[src/logic/port_consts.svh]
// timing counts, reset values and codes of the parameter and data ports
`ifndef PORT_CONSTS_SVH
`define PORT_CONSTS_SVH

// clock period in ns (10 MHz)
`define CLK_PERIOD_NS 100

// strobe low time, least 6.0 us, rounded up
`define STB_LOW_NS 6000
`define STB_LOW_CYC ((`STB_LOW_NS + `CLK_PERIOD_NS - 1) / `CLK_PERIOD_NS)

// input sampling after strobe fall, least 10.5 us, rounded up
`define SAMPLE_NS 10500
`define SAMPLE_CYC ((`SAMPLE_NS + `CLK_PERIOD_NS - 1) / `CLK_PERIOD_NS)

// parameter pin release after strobe fall, least 56.0 us, rounded up
`define PARAM_RELEASE_NS 56000
`define PARAM_RELEASE_CYC ((`PARAM_RELEASE_NS + `CLK_PERIOD_NS - 1) / `CLK_PERIOD_NS)

// data pin release after strobe rise, least 0.2 us, rounded up
`define DATA_HOLD_NS 200
`define DATA_HOLD_CYC ((`DATA_HOLD_NS + `CLK_PERIOD_NS - 1) / `CLK_PERIOD_NS)
`define DATA_RELEASE_CYC (`STB_LOW_CYC + `DATA_HOLD_CYC)

// sampling block of the delay filter, longest 256 us, rounded down
`define FILTER_BLOCK_NS 256000
`define FILTER_BLOCK_CYC (`FILTER_BLOCK_NS / `CLK_PERIOD_NS)

// reset values and codes
`define OUT_REG_RESET 4'hF
`define FILTER_RESET 4'h0
`define IO_CODE_PARAM_RELEASE 4'h7
`define PARAM_GATE_BIT 1

`endif

[src/logic/port_pkg.sv]
// types shared by the parameter and data port logic
`default_nettype none

package port_pkg;

  // one master request: pulse plus the four data bits it carries
  typedef struct packed {
    logic       req;
    logic [3:0] data;
  } port_req_t;

  // static configuration of the ports
  typedef struct packed {
    logic [3:0] io_code;
    logic [3:0] data_io_mask;
    logic       invert_inputs;
    logic       filter_enable;
    logic       filter_gated_by_param_bit;
    logic       safety_mode;
  } port_cfg_t;

  // phase of one port output cycle
  typedef enum logic [1:0] {
    ST_IDLE   = 2'b00,
    ST_STROBE = 2'b01,
    ST_SETTLE = 2'b10
  } port_state_t;

endpackage

`default_nettype wire

[src/logic/param_data_ports.sv]
// parameter port and data port of a network slave, with input pre-processing
//
// Notes on behaviour
// - parameter pins always bidirectional open drain
// - parameter write latches then drives pins
// - sample parameter pins 10.5-12.5 us later
// - read value is wired AND
// - parameter strobe low 6.0-6.8 us
// - io code 7 releases parameter pins later
// - first parameter output enables data exchange
// - reset: parameter register 0xF, strobe
// - data exchange drives pins, samples later
// - data strobe low 6.0-6.8 us
// - io data pins release after strobe rise
// - reset: data register 0xF, strobe
// - invert flag inverts all data inputs
// - filter needs two equal samples
// - filter blocks sampling 256 us after sampling
// - filter output zero while exchange blocked
// - filter activation by enable and gating
// - safety mode keeps filter off
// - gating uses register bit, not pin
// - parameter write clears exchange block
`timescale 1ns/1ps
`default_nettype none
`include "port_consts.svh"

module param_data_ports (
  // clock and reset
  input  wire logic                clk,
  input  wire logic                rst,
  // master requests
  input  wire port_pkg::port_req_t param_wr,
  input  wire port_pkg::port_req_t data_wr,
  // configuration
  input  wire port_pkg::port_cfg_t cfg,
  // parameter pins
  input  wire logic [3:0]          param_pins_in,
  output logic      [3:0]          param_pins_out,
  output logic      [3:0]          param_pins_oe,
  output logic                     param_strobe_n,
  // data pins
  input  wire logic [3:0]          data_pins_in,
  output logic      [3:0]          data_pins_out,
  output logic      [3:0]          data_pins_oe,
  output logic                     data_strobe_n,
  // results towards the master side
  output logic      [3:0]          param_out,
  output logic      [3:0]          param_in,
  output logic                     param_in_valid,
  output logic      [3:0]          data_out,
  output logic      [3:0]          data_in,
  output logic                     data_in_valid,
  output logic                     exchange_enabled,
  output logic                     filter_active
);
  import port_pkg::*;

  // ************************************************
  // helper functions
  // ************************************************

  // delay filter selection; the gate reads the output register bit only,
  // so an outside level on that pin can never switch the filter
  function automatic logic filter_select(
    input port_cfg_t  c,
    input logic [3:0] out_bits
  );
    filter_select = c.filter_enable & ~c.safety_mode &
      ~(c.filter_gated_by_param_bit & out_bits[`PARAM_GATE_BIT]);
  endfunction

  // pins handed over to input use after a write, for one io code
  function automatic logic [3:0] release_mask(input logic [3:0] code);
    release_mask = (code == `IO_CODE_PARAM_RELEASE) ? 4'hF : 4'h0;
  endfunction

  // optional inversion of a sampled nibble, same for all channels
  function automatic logic [3:0] apply_invert(
    input logic [3:0] v,
    input logic       inv
  );
    apply_invert = v ^ {4{inv}};
  endfunction

  // ************************************************
  // exchange block flag
  // ************************************************

  logic      exchange_blocked;
  logic      next_exchange_blocked;
  port_req_t data_req;

  // set by any reset, cleared by the first parameter write after it;
  // the data port runs only its reset strobe until then, so stray exchanges do nothing
  always_comb
  begin
    next_exchange_blocked = exchange_blocked;
    if (param_wr.req)
      next_exchange_blocked = 1'b0;
  end

  always_ff @(posedge clk or posedge rst)
  begin
    if (rst)
      exchange_blocked <= 1'b1;
    else
      exchange_blocked <= next_exchange_blocked;
  end

  assign exchange_enabled = ~exchange_blocked;

  // an exchange arriving together with the enabling write is still refused,
  // which keeps the data strobe strictly after the parameter strobe
  always_comb
  begin
    data_req.req  = data_wr.req & ~exchange_blocked;
    data_req.data = data_wr.data;
  end

  // ************************************************
  // parameter port
  // ************************************************

  logic [3:0] param_release;
  logic [3:0] param_sampled;
  logic       param_sample_done;

  // pins stay driven except in the one io code that hands them over
  // to input use after each write
  assign param_release = release_mask(cfg.io_code);

  // a write is never refused: it restarts strobe and sample timer, so the
  // last word from the master always wins, even in the middle of a cycle
  port_channel #(
    .RELEASE_CYC (`PARAM_RELEASE_CYC)
  ) u_param (
    .clk         (clk),
    .rst         (rst),
    .wr          (param_wr),
    .release_en  (param_release),
    .out_reg     (param_out),
    .pins_in     (param_pins_in),
    .pins_out    (param_pins_out),
    .pins_oe     (param_pins_oe),
    .strobe_n    (param_strobe_n),
    .sample_done (param_sample_done),
    .sampled     (param_sampled)
  );

  // the outside only has to hold still inside the sampling window, so one
  // capture at its start is enough
  always_ff @(posedge clk or posedge rst)
  begin
    if (rst)
    begin
      param_in       <= 4'h0;
      param_in_valid <= 1'b0;
    end
    else
    begin
      param_in_valid <= param_sample_done;
      if (param_sample_done)
        param_in <= param_sampled;
    end
  end

  // ************************************************
  // data port
  // ************************************************

  logic [3:0] data_sampled;
  logic       data_sample_done;

  // pure outputs stay driven; pins marked as i/o are handed back a few
  // cycles after the strobe rises, well before the sample point
  port_channel #(
    .RELEASE_CYC (`DATA_RELEASE_CYC)
  ) u_data (
    .clk         (clk),
    .rst         (rst),
    .wr          (data_req),
    .release_en  (cfg.data_io_mask),
    .out_reg     (data_out),
    .pins_in     (data_pins_in),
    .pins_out    (data_pins_out),
    .pins_oe     (data_pins_oe),
    .strobe_n    (data_strobe_n),
    .sample_done (data_sample_done),
    .sampled     (data_sampled)
  );

  // ************************************************
  // input pre-processing
  // ************************************************

  // the filter path sees the sample only after inversion, so a set invert
  // flag also inverts what the two-in-a-row comparison looks at
  logic [3:0]  raw_in;
  logic [3:0]  last_sample;
  logic [3:0]  next_last_sample;
  logic [3:0]  next_data_in;
  logic [11:0] block_cnt;
  logic [11:0] next_block_cnt;
  logic        sample_allowed;
  logic        take_sample;
  logic        start_block;
  logic        next_data_in_valid;

  // inversion applies to every channel before the filter
  assign raw_in = apply_invert(data_sampled, cfg.invert_inputs);

  // gating looks at the output register, never at the sensed pin level
  assign filter_active = filter_select(cfg, param_out);

  // a master repeating an exchange at once must not validate data twice;
  // a new block starts only from an accepted sample, never a refused one
  assign sample_allowed = (block_cnt == 12'h000);
  assign take_sample    = data_sample_done & (~filter_active | sample_allowed);
  assign start_block    = data_sample_done & filter_active & sample_allowed;

  // sampling block counter, restarted by every sample accepted while the filter is active; the
  // upper end of the tolerance is used, so a quick repeat is always refused
  always_comb
  begin
    next_block_cnt = block_cnt;
    if (start_block)
      next_block_cnt = 12'(`FILTER_BLOCK_CYC - 1);
    else if (block_cnt != 12'h000)
      next_block_cnt = block_cnt - 12'h001;
  end

  always_ff @(posedge clk or posedge rst)
  begin
    if (rst)
      block_cnt <= 12'h000;
    else
      block_cnt <= next_block_cnt;
  end

  // remembered sample for the two-in-a-row comparison; a blocked
  // exchange forgets it, so the first samples after enabling start afresh
  always_comb
  begin
    next_last_sample = last_sample;
    if (exchange_blocked)
      next_last_sample = `FILTER_RESET;
    else if (take_sample)
      next_last_sample = raw_in;
  end

  always_ff @(posedge clk or posedge rst)
  begin
    if (rst)
      last_sample <= `FILTER_RESET;
    else
      last_sample <= next_last_sample;
  end

  // reported input: direct without the filter, otherwise only after
  // two equal samples; held at zero while the exchange is blocked
  always_comb
  begin
    next_data_in = data_in;
    if (exchange_blocked)
      next_data_in = `FILTER_RESET;
    else if (take_sample && !filter_active)
      next_data_in = raw_in;
    else if (take_sample && raw_in == last_sample)
      next_data_in = raw_in;
  end

  always_ff @(posedge clk or posedge rst)
  begin
    if (rst)
      data_in <= `FILTER_RESET;
    else
      data_in <= next_data_in;
  end

  // one-cycle pulse whenever a sample was accepted while the exchange is enabled, whether data_in changed or not;
  // a sample inside the block window gives no pulse, so the master side
  // never mistakes a repeated exchange for fresh input
  always_comb
  begin
    next_data_in_valid = take_sample & ~exchange_blocked;
  end

  always_ff @(posedge clk or posedge rst)
  begin
    if (rst)
      data_in_valid <= 1'b0;
    else
      data_in_valid <= next_data_in_valid;
  end

endmodule

`default_nettype wire

[src/logic/port_channel.sv]
// one four-bit open-drain port: output register, strobe, delayed input sample
`timescale 1ns/1ps
`default_nettype none
`include "port_consts.svh"

module port_channel #(
  parameter int unsigned RELEASE_CYC = 1
) (
  // clock and reset
  input  wire logic              clk,
  input  wire logic              rst,
  // new output data from the master
  input  wire port_pkg::port_req_t wr,
  input  wire logic [3:0]        release_en,
  output logic      [3:0]        out_reg,
  // open-drain pins
  input  wire logic [3:0]        pins_in,
  output logic      [3:0]        pins_out,
  output logic      [3:0]        pins_oe,
  output logic                   strobe_n,
  // sampled inputs
  output logic                   sample_done,
  output logic      [3:0]        sampled
);
  import port_pkg::*;

  // ************************************************
  // cycle bookkeeping
  // ************************************************
  function automatic logic [9:0] cyc_max(input logic [9:0] a, input logic [9:0] b);
    cyc_max = (a > b) ? a : b;
  endfunction

  localparam logic [9:0] STB_END = 10'(`STB_LOW_CYC - 1);
  localparam logic [9:0] SMP_AT  = 10'(`SAMPLE_CYC);
  localparam logic [9:0] REL_AT  = 10'(RELEASE_CYC);
  localparam logic [9:0] END_AT  = cyc_max(SMP_AT, REL_AT);

  port_state_t state;
  logic [9:0]  cnt;
  logic [3:0]  drive;
  logic        sample_now;

  // reset starts a strobe at once, as new data would
  always_ff @(posedge clk or posedge rst)
  begin
    if (rst)
    begin
      state <= ST_STROBE;
      cnt   <= 10'h000;
    end
    else if (wr.req)
    begin
      state <= ST_STROBE;             // a new write restarts the cycle
      cnt   <= 10'h000;
    end
    else
    begin
      case (state)
        ST_STROBE:
        begin
          cnt <= cnt + 10'h001;
          if (cnt == STB_END)
            state <= ST_SETTLE;
        end
        ST_SETTLE:
        begin
          if (cnt == END_AT)
            state <= ST_IDLE;
          else
            cnt <= cnt + 10'h001;
        end
        ST_IDLE:
          cnt <= cnt;
        default:
          state <= ST_IDLE;
      endcase
    end
  end

  // strobe idles high and is low only while the pulse runs
  assign strobe_n = (state != ST_STROBE);

  // output register and per-pin driver enables
  always_ff @(posedge clk or posedge rst)
  begin
    if (rst)
    begin
      out_reg <= `OUT_REG_RESET;
      drive   <= 4'h0;                // drivers released
    end
    else if (wr.req)
    begin
      out_reg <= wr.data;
      drive   <= 4'hF;
    end
    else if (state == ST_SETTLE && cnt == REL_AT)
      drive <= drive & ~release_en;
  end

  // open drain: only a low is ever driven
  assign pins_out = 4'h0;
  assign pins_oe  = drive & ~out_reg;

  // input sample a fixed time after the strobe fall
  assign sample_now = (state == ST_SETTLE) && (cnt == SMP_AT);

  // wired AND of our own low drive and the outside level
  always_ff @(posedge clk or posedge rst)
  begin
    if (rst)
    begin
      sampled     <= 4'h0;
      sample_done <= 1'b0;
    end
    else
    begin
      sample_done <= sample_now;
      if (sample_now)
        sampled <= pins_in & ~pins_oe;
    end
  end

endmodule

`default_nettype wire

[config.mk]
export PLATFORM = sky130hd
export DESIGN_NAME = param_data_ports
export DESIGN_NICKNAME = d
export VERILOG_FILES = /design/src/logic/port_pkg.sv /design/src/logic/param_data_ports.sv /design/src/logic/port_channel.sv
export VERILOG_INCLUDE_DIRS = /design/src /design/src/logic
export SDC_FILE = /design/constraint.sdc
export NUM_CORES = 1
export LEC_CHECK = 0
export BUFFER_PORTS_ARGS = -buffer_cell sky130_fd_sc_hd__buf_2
export CAP_MARGIN = 25
export CORE_UTILIZATION = 45
export CTS_BUF_LIST = sky130_fd_sc_hd__clkbuf_4
export DETAILED_ROUTE_END_ITERATION = 8
export PLACE_DENSITY_LB_ADDON = 0.08
export SYNTH_ARGS = -nofsm -noshare
export SYNTH_HDL_FRONTEND = slang
export SYNTH_SLANG_ARGS = --single-unit
[constraint.sdc]
create_clock -name clk -period 3 [get_ports clk]
set_input_delay 0.3 -clock clk [delete_from_list [all_inputs] [get_ports clk]]
set_output_delay 0.3 -clock clk [all_outputs]
set_load 0.05 [all_outputs]
# Yosys cells after proc, flatten, opt, wreduce, memory -nomap -nowiden
# Cells that the tools add are included.
# op_classes
add_sub_neg	3
eq_ne	22
muxes	26
bitwise_logic	26
reduce_logical	22
# op_table
op	count
10-bit two-way mux	4
4-bit two-way mux	10
10-bit one-hot mux with 2 select lines	2
10-bit by 6-bit == test with 1-bit output, second input constant	3
4-bit bitwise AND	6
12-bit two-way mux	2
4-bit inverter	6
10-bit by 1-bit adder with 10-bit output, second input constant	2
10-bit by 7-bit == test with 1-bit output, second input constant	2
12-bit logical NOT	1
2-bit two-way mux	6
3-bit inequality test, second input constant	4
2-bit one-hot mux with 3 select lines	2
12-bit nonzero test	1
12-bit by 1-bit subtractor with 12-bit output, second input constant	1
10-bit == test, second input constant	1
3-bit nonzero test	3
1-bit bitwise AND	8
2-bit nonzero test	4
1-bit logical AND	6
3-bit by 2-bit inequality test with 1-bit output, second input constant	2
3-bit AND reduction	2
2-bit by 1-bit == test with 1-bit output, second input constant	2
2-bit == test, second input constant	2
10 further kinds	17
# totals
register_bits	77
wordCells	118

# Depth between registers and ports, before layout
# logic_depth
depth_word	10
depth_mapped	7
ltp_nobuf	7

# By module
# Synthesis repeated with hierarchy kept, for this count alone.
# hier_totals
cells_unflattened	375
hier_area_um2	4022.6
# by_module_without_submodules
mod	instances	cells_each	area_per_inst_um2
port_channel (u_param)	1	137	1361.3
param_data_ports	1	120	1332.5
port_channel (u_data)	1	118	1328.8

# Worst setup path after synthesis
# Ideal clock, no wire load.
# synth_path
kind	register to register
startpoint	register u_param.out_reg[1]
endpoint	register data_in[0]
setup_time_ps	125
t_arrival_ps	2763
t_required_ps	2875
path_slack_ps	112
path_stages_with_launch	5
cell_sequence	dfstp_2 > a211oi_1 > nor2b_1 > a311o_1 > mux2_2
# synth_between
elab_chain_cells	9
# synth_rtl
element	line	text
start, declared	port_channel.sv:15	output logic [3:0] out_reg,
start signal, assigned	port_channel.sv:89	out_reg <= `OUT_REG_RESET;
start signal, assigned	port_channel.sv:94	out_reg <= wr.data;
1-bit bitwise AND (*)	param_data_ports.sv:70	~(c.filter_gated_by_param_bit & out_bits[`PARAM_GATE_BIT]);
1-bit inverter (*)	param_data_ports.sv:70	
1-bit bitwise AND (*)	param_data_ports.sv:69	filter_select = c.filter_enable & ~c.safety_mode &
named net filter_active	param_data_ports.sv:55	output logic filter_active
1-bit inverter	param_data_ports.sv:219	assign take_sample = data_sample_done & (~filter_active | sample_allowed);
1-bit OR	param_data_ports.sv:219	
1-bit bitwise AND	param_data_ports.sv:219	
1-bit logical AND	param_data_ports.sv:267	else if (take_sample && !filter_active)
4-bit two-way mux	param_data_ports.sv:267	
4-bit two-way mux	param_data_ports.sv:265	if (exchange_blocked)
end signal, assigned	param_data_ports.sv:276	data_in <= `FILTER_RESET;
end signal, assigned	param_data_ports.sv:278	data_in <= next_data_in;
end, declared	param_data_ports.sv:52	output logic [3:0] data_in,
# The timed path passes the listed nets; every way through them passes the cells marked *.
# A chain may end at the register's enable or synchronous reset.

# Final worst setup path
# layout_path
startpoint	register block_cnt[4]
endpoint	register last_sample[1]
# layout_between
elab_chain_cells	4
# layout_rtl
element	line	text
start, declared	param_data_ports.sv:203	logic [11:0] block_cnt;
start signal, assigned	param_data_ports.sv:238	block_cnt <= next_block_cnt;
12-bit logical NOT	param_data_ports.sv:218	assign sample_allowed = (block_cnt == 12'h000);
1-bit OR	param_data_ports.sv:219	
1-bit bitwise AND	param_data_ports.sv:219	
2-bit nonzero test (no line)	-	
end signal, assigned	param_data_ports.sv:255	last_sample <= `FILTER_RESET;
end signal, assigned	param_data_ports.sv:257	last_sample <= next_last_sample;
end, declared	param_data_ports.sv:200	logic [3:0] last_sample;
# No other way between the ends.

==> impl_metrics.tcl <==
set metrics [dict create \
    ys_warn_count 0 \
    cts_buffers 9 \
    hold_viol_final 0 \
    synth.avg_cell_area_sq_um 10.4 \
    synth_seq_cells 77 \
    post-route-period-util_pct 79.5 \
    antenna_left 0 \
    clockBufferDepth 2 \
    leakagePower_uw 0.00196 \
    status "finished, final reports clean" \
    tightest_slew_ns 0.694 \
    met3_usage_pct 3.16 \
    drv_cap 0 \
    yosys-top-cells-area "dfrtp_1 43%, dfstp_2 7.6%, mux2_2 4.7%" \
    largest_reg_flops 12 \
    wl_um 7360 \
    cts-root-buf "clkbuf_4" \
    die_h_um 94.0 \
    met1_usage_pct 25.9 \
    port_buffers 61 \
    vdd_drop_max_v 0.000216 \
    intPower_uw 1750 \
    dieWidth_um 94.0 \
    clk_latency_ns 0.42 \
    syn_inst 365 \
    cts_resized 0 \
    drive_gt1_share_pct 26.0 \
    rows 33 \
    min_from "data_wr[2]" \
    synthesis.area_sq_um 3800 \
    clock-sinks 77 \
    p_sw_uw 786 \
    p_total_uw 2540 \
    setup.worst_path.start_class "register" \
    ys_types 50 \
    largest_register "block_cnt" \
    place_congestion 0.814 \
    h-tree-depth 3 \
    dp_hpwl_um 5180 \
    grt_use_total_pct 18.3 \
    p_per_area_nw_per_um2 578 \
    timing.rr.start "block_cnt[4]$_DFFE_PP0P_" \
    hp-class "in2reg" \
    busiest_layer "met2" \
    viasPerCell 5.29 \
    drv_slew 0 \
    start_util_pct 46.3 \
    synth_edf_count 0 \
    holdBufCountCts 1 \
    crit_path_max_fanout 10 \
    crit_required_ns 3.32 \
    crit_start "block_cnt[4]$_DFFE_PP0P_" \
    antenna_found_initial 0 \
    die-area_sq_um 8830 \
    cts_tree "built" \
    rsz0062_at_grt "no" \
    r2r_cells 5 \
    final_nets 469 \
    setup-violations-final 0 \
    synthFlopType "dfrtp_1" \
    timing.slew.headroom_pct 53.6 \
    yosysSeqAreaShare_pct 51.0 \
    grt-ovfl-total 0 \
    clk_pin_slew_ns 0.14 \
    period_minus_slack_ns 2.39 \
    largestRegisters "block_cnt: 12 flops, u_data.cnt: 10 flops, u_param.cnt: 10 flops" \
    core_sq_um 8220 \
    switching_share_pct 30.9 \
    pwr-share-comb_pct 18.6 \
    grt_pass1_wl_um 12500 \
    yosysMostFrequentCell "dfrtp_1" \
    fin_tns_setup_ns 0 \
    num_vias 2849 \
    clock_skew_ns 0.0203 \
    postCtsSetupBuffers 0 \
    wl_per_cell_um 13.7 \
    first_pass_iters 4 \
    yosysTopAreaCell "dfrtp_1" \
    drtIter0Drc 105 \
    ioPinCount 70 \
    antenna_cells 0 \
    syn_to_final_growth_pct 15.5 \
    grt_start_max_net_pins 48 \
    fmax_mhz 419 \
    grt_pass1_vias 2711 \
    worstHoldPathCells 2 \
    synth_top_area_share_pct 43.4 \
    synth_common_cells "66 x dfrtp_1, 38 x nor2_1, 24 x nand2_1, 16 x mux2_2, 16 x o21ai_0" \
    critical_path_arrival_ns 2.71 \
    clkPwrFrac_pct 31.5 \
    end_kind "register" \
    gr-usage-met2_pct 27.5 \
    async_reset_ff_share_pct 100 \
    pwr-share-seq_pct 49.9 \
    critPathKind "reg2reg" \
    drc 0 \
]
## cell usage in the layout (no fill, tap or decap), types with 12 or more instances in the layout
cell and n:
dfrtp_1 66, nor2_1 38, a21oi_1 15, mux2_2 16, nand2_1 24, buf_2 61, o21ai_0 16, xnor2_1 14
nor2b_1 12
## area by class of cell
class	count	area (sq um)
repair buffers	66	358
fillers	780	3820
inverters	11	41.3
multi-input cells	264	1740
clock buffers	10	75.1
well taps	105	131
clock inverters	6	113
flip-flops and latches	77	1940
## critical path: stages (launching register included)
cell and delay, ns:
dfrtp_1 0.48, nor4_1 0.57, nand4_1 0.48, a21boi_2 0.49, nor2_1 0.07, a211oi_1 0.21
## path summary, 6_finish.rpt
path	endpoint	slack, ns
max in group asynchronous	u_data.out_reg[0]$_DFFE_PP1P_	1.72
min in group asynchronous	param_in[0]$_DFFE_PP0P_	0.53
worst max-delay path	last_sample[1]$_DFFE_PP0P_	0.61
worst min register to register	u_param.drive[3]$_DFFE_PP0P_	0.48
worst max register to register	last_sample[1]$_DFFE_PP0P_	0.61
worst min-delay path	u_data.out_reg[2]$_DFFE_PP1P_	0.10
## through the flow
stage	hold slack, ns	cells	utilization, %	worst slack, ns	area [sq um]
6_report	0.102	539	53.5	0.615	4400
5_1_grt	0.0732	539	53.5	0.332	4400
4_1_cts	0.0704	539	53.5	0.604	4400
2_1_floorplan	0.442	372	-	0.112	3830
3_5_place_dp	0.448	522	51.1	0.655	4200
3_3_place_gp	0.442	522	51.1	0.723	4200
## layer usage
metal	wire, um	up-vias
met5	0	-
met3	182	5
met1	3710	1398
met4	79	0
li1	-	1398
met2	3390	48
## cells by family (layout without fill, tap and decap cells)
family,count (synthesis),count (layout),synth area share [%]
AOI/OAI and AO/OA,72,72,12.5
xor gates and xnor gates,25,25,5.75
adders and majority gates,8,8,2.63
buffers and inverters,31,93,4.04
DFF,77,77,51.0
muxes,19,19,5.52
other,1,8,0.0986
and+or+nand+nor,132,132,18.4
## power by group through the flow
stage | combinational (uW) | sequential, uW | clock (uW)
global route | 530 | 1290 | 869
floorplan | 342 | 1310 | 0
detailed placement | 477 | 1280 | 0
CTS | 480 | 1270 | 831
finish | 473 | 1270 | 800
global placement | 479 | 1280 | 0
(Power assumes the default switching activity.)
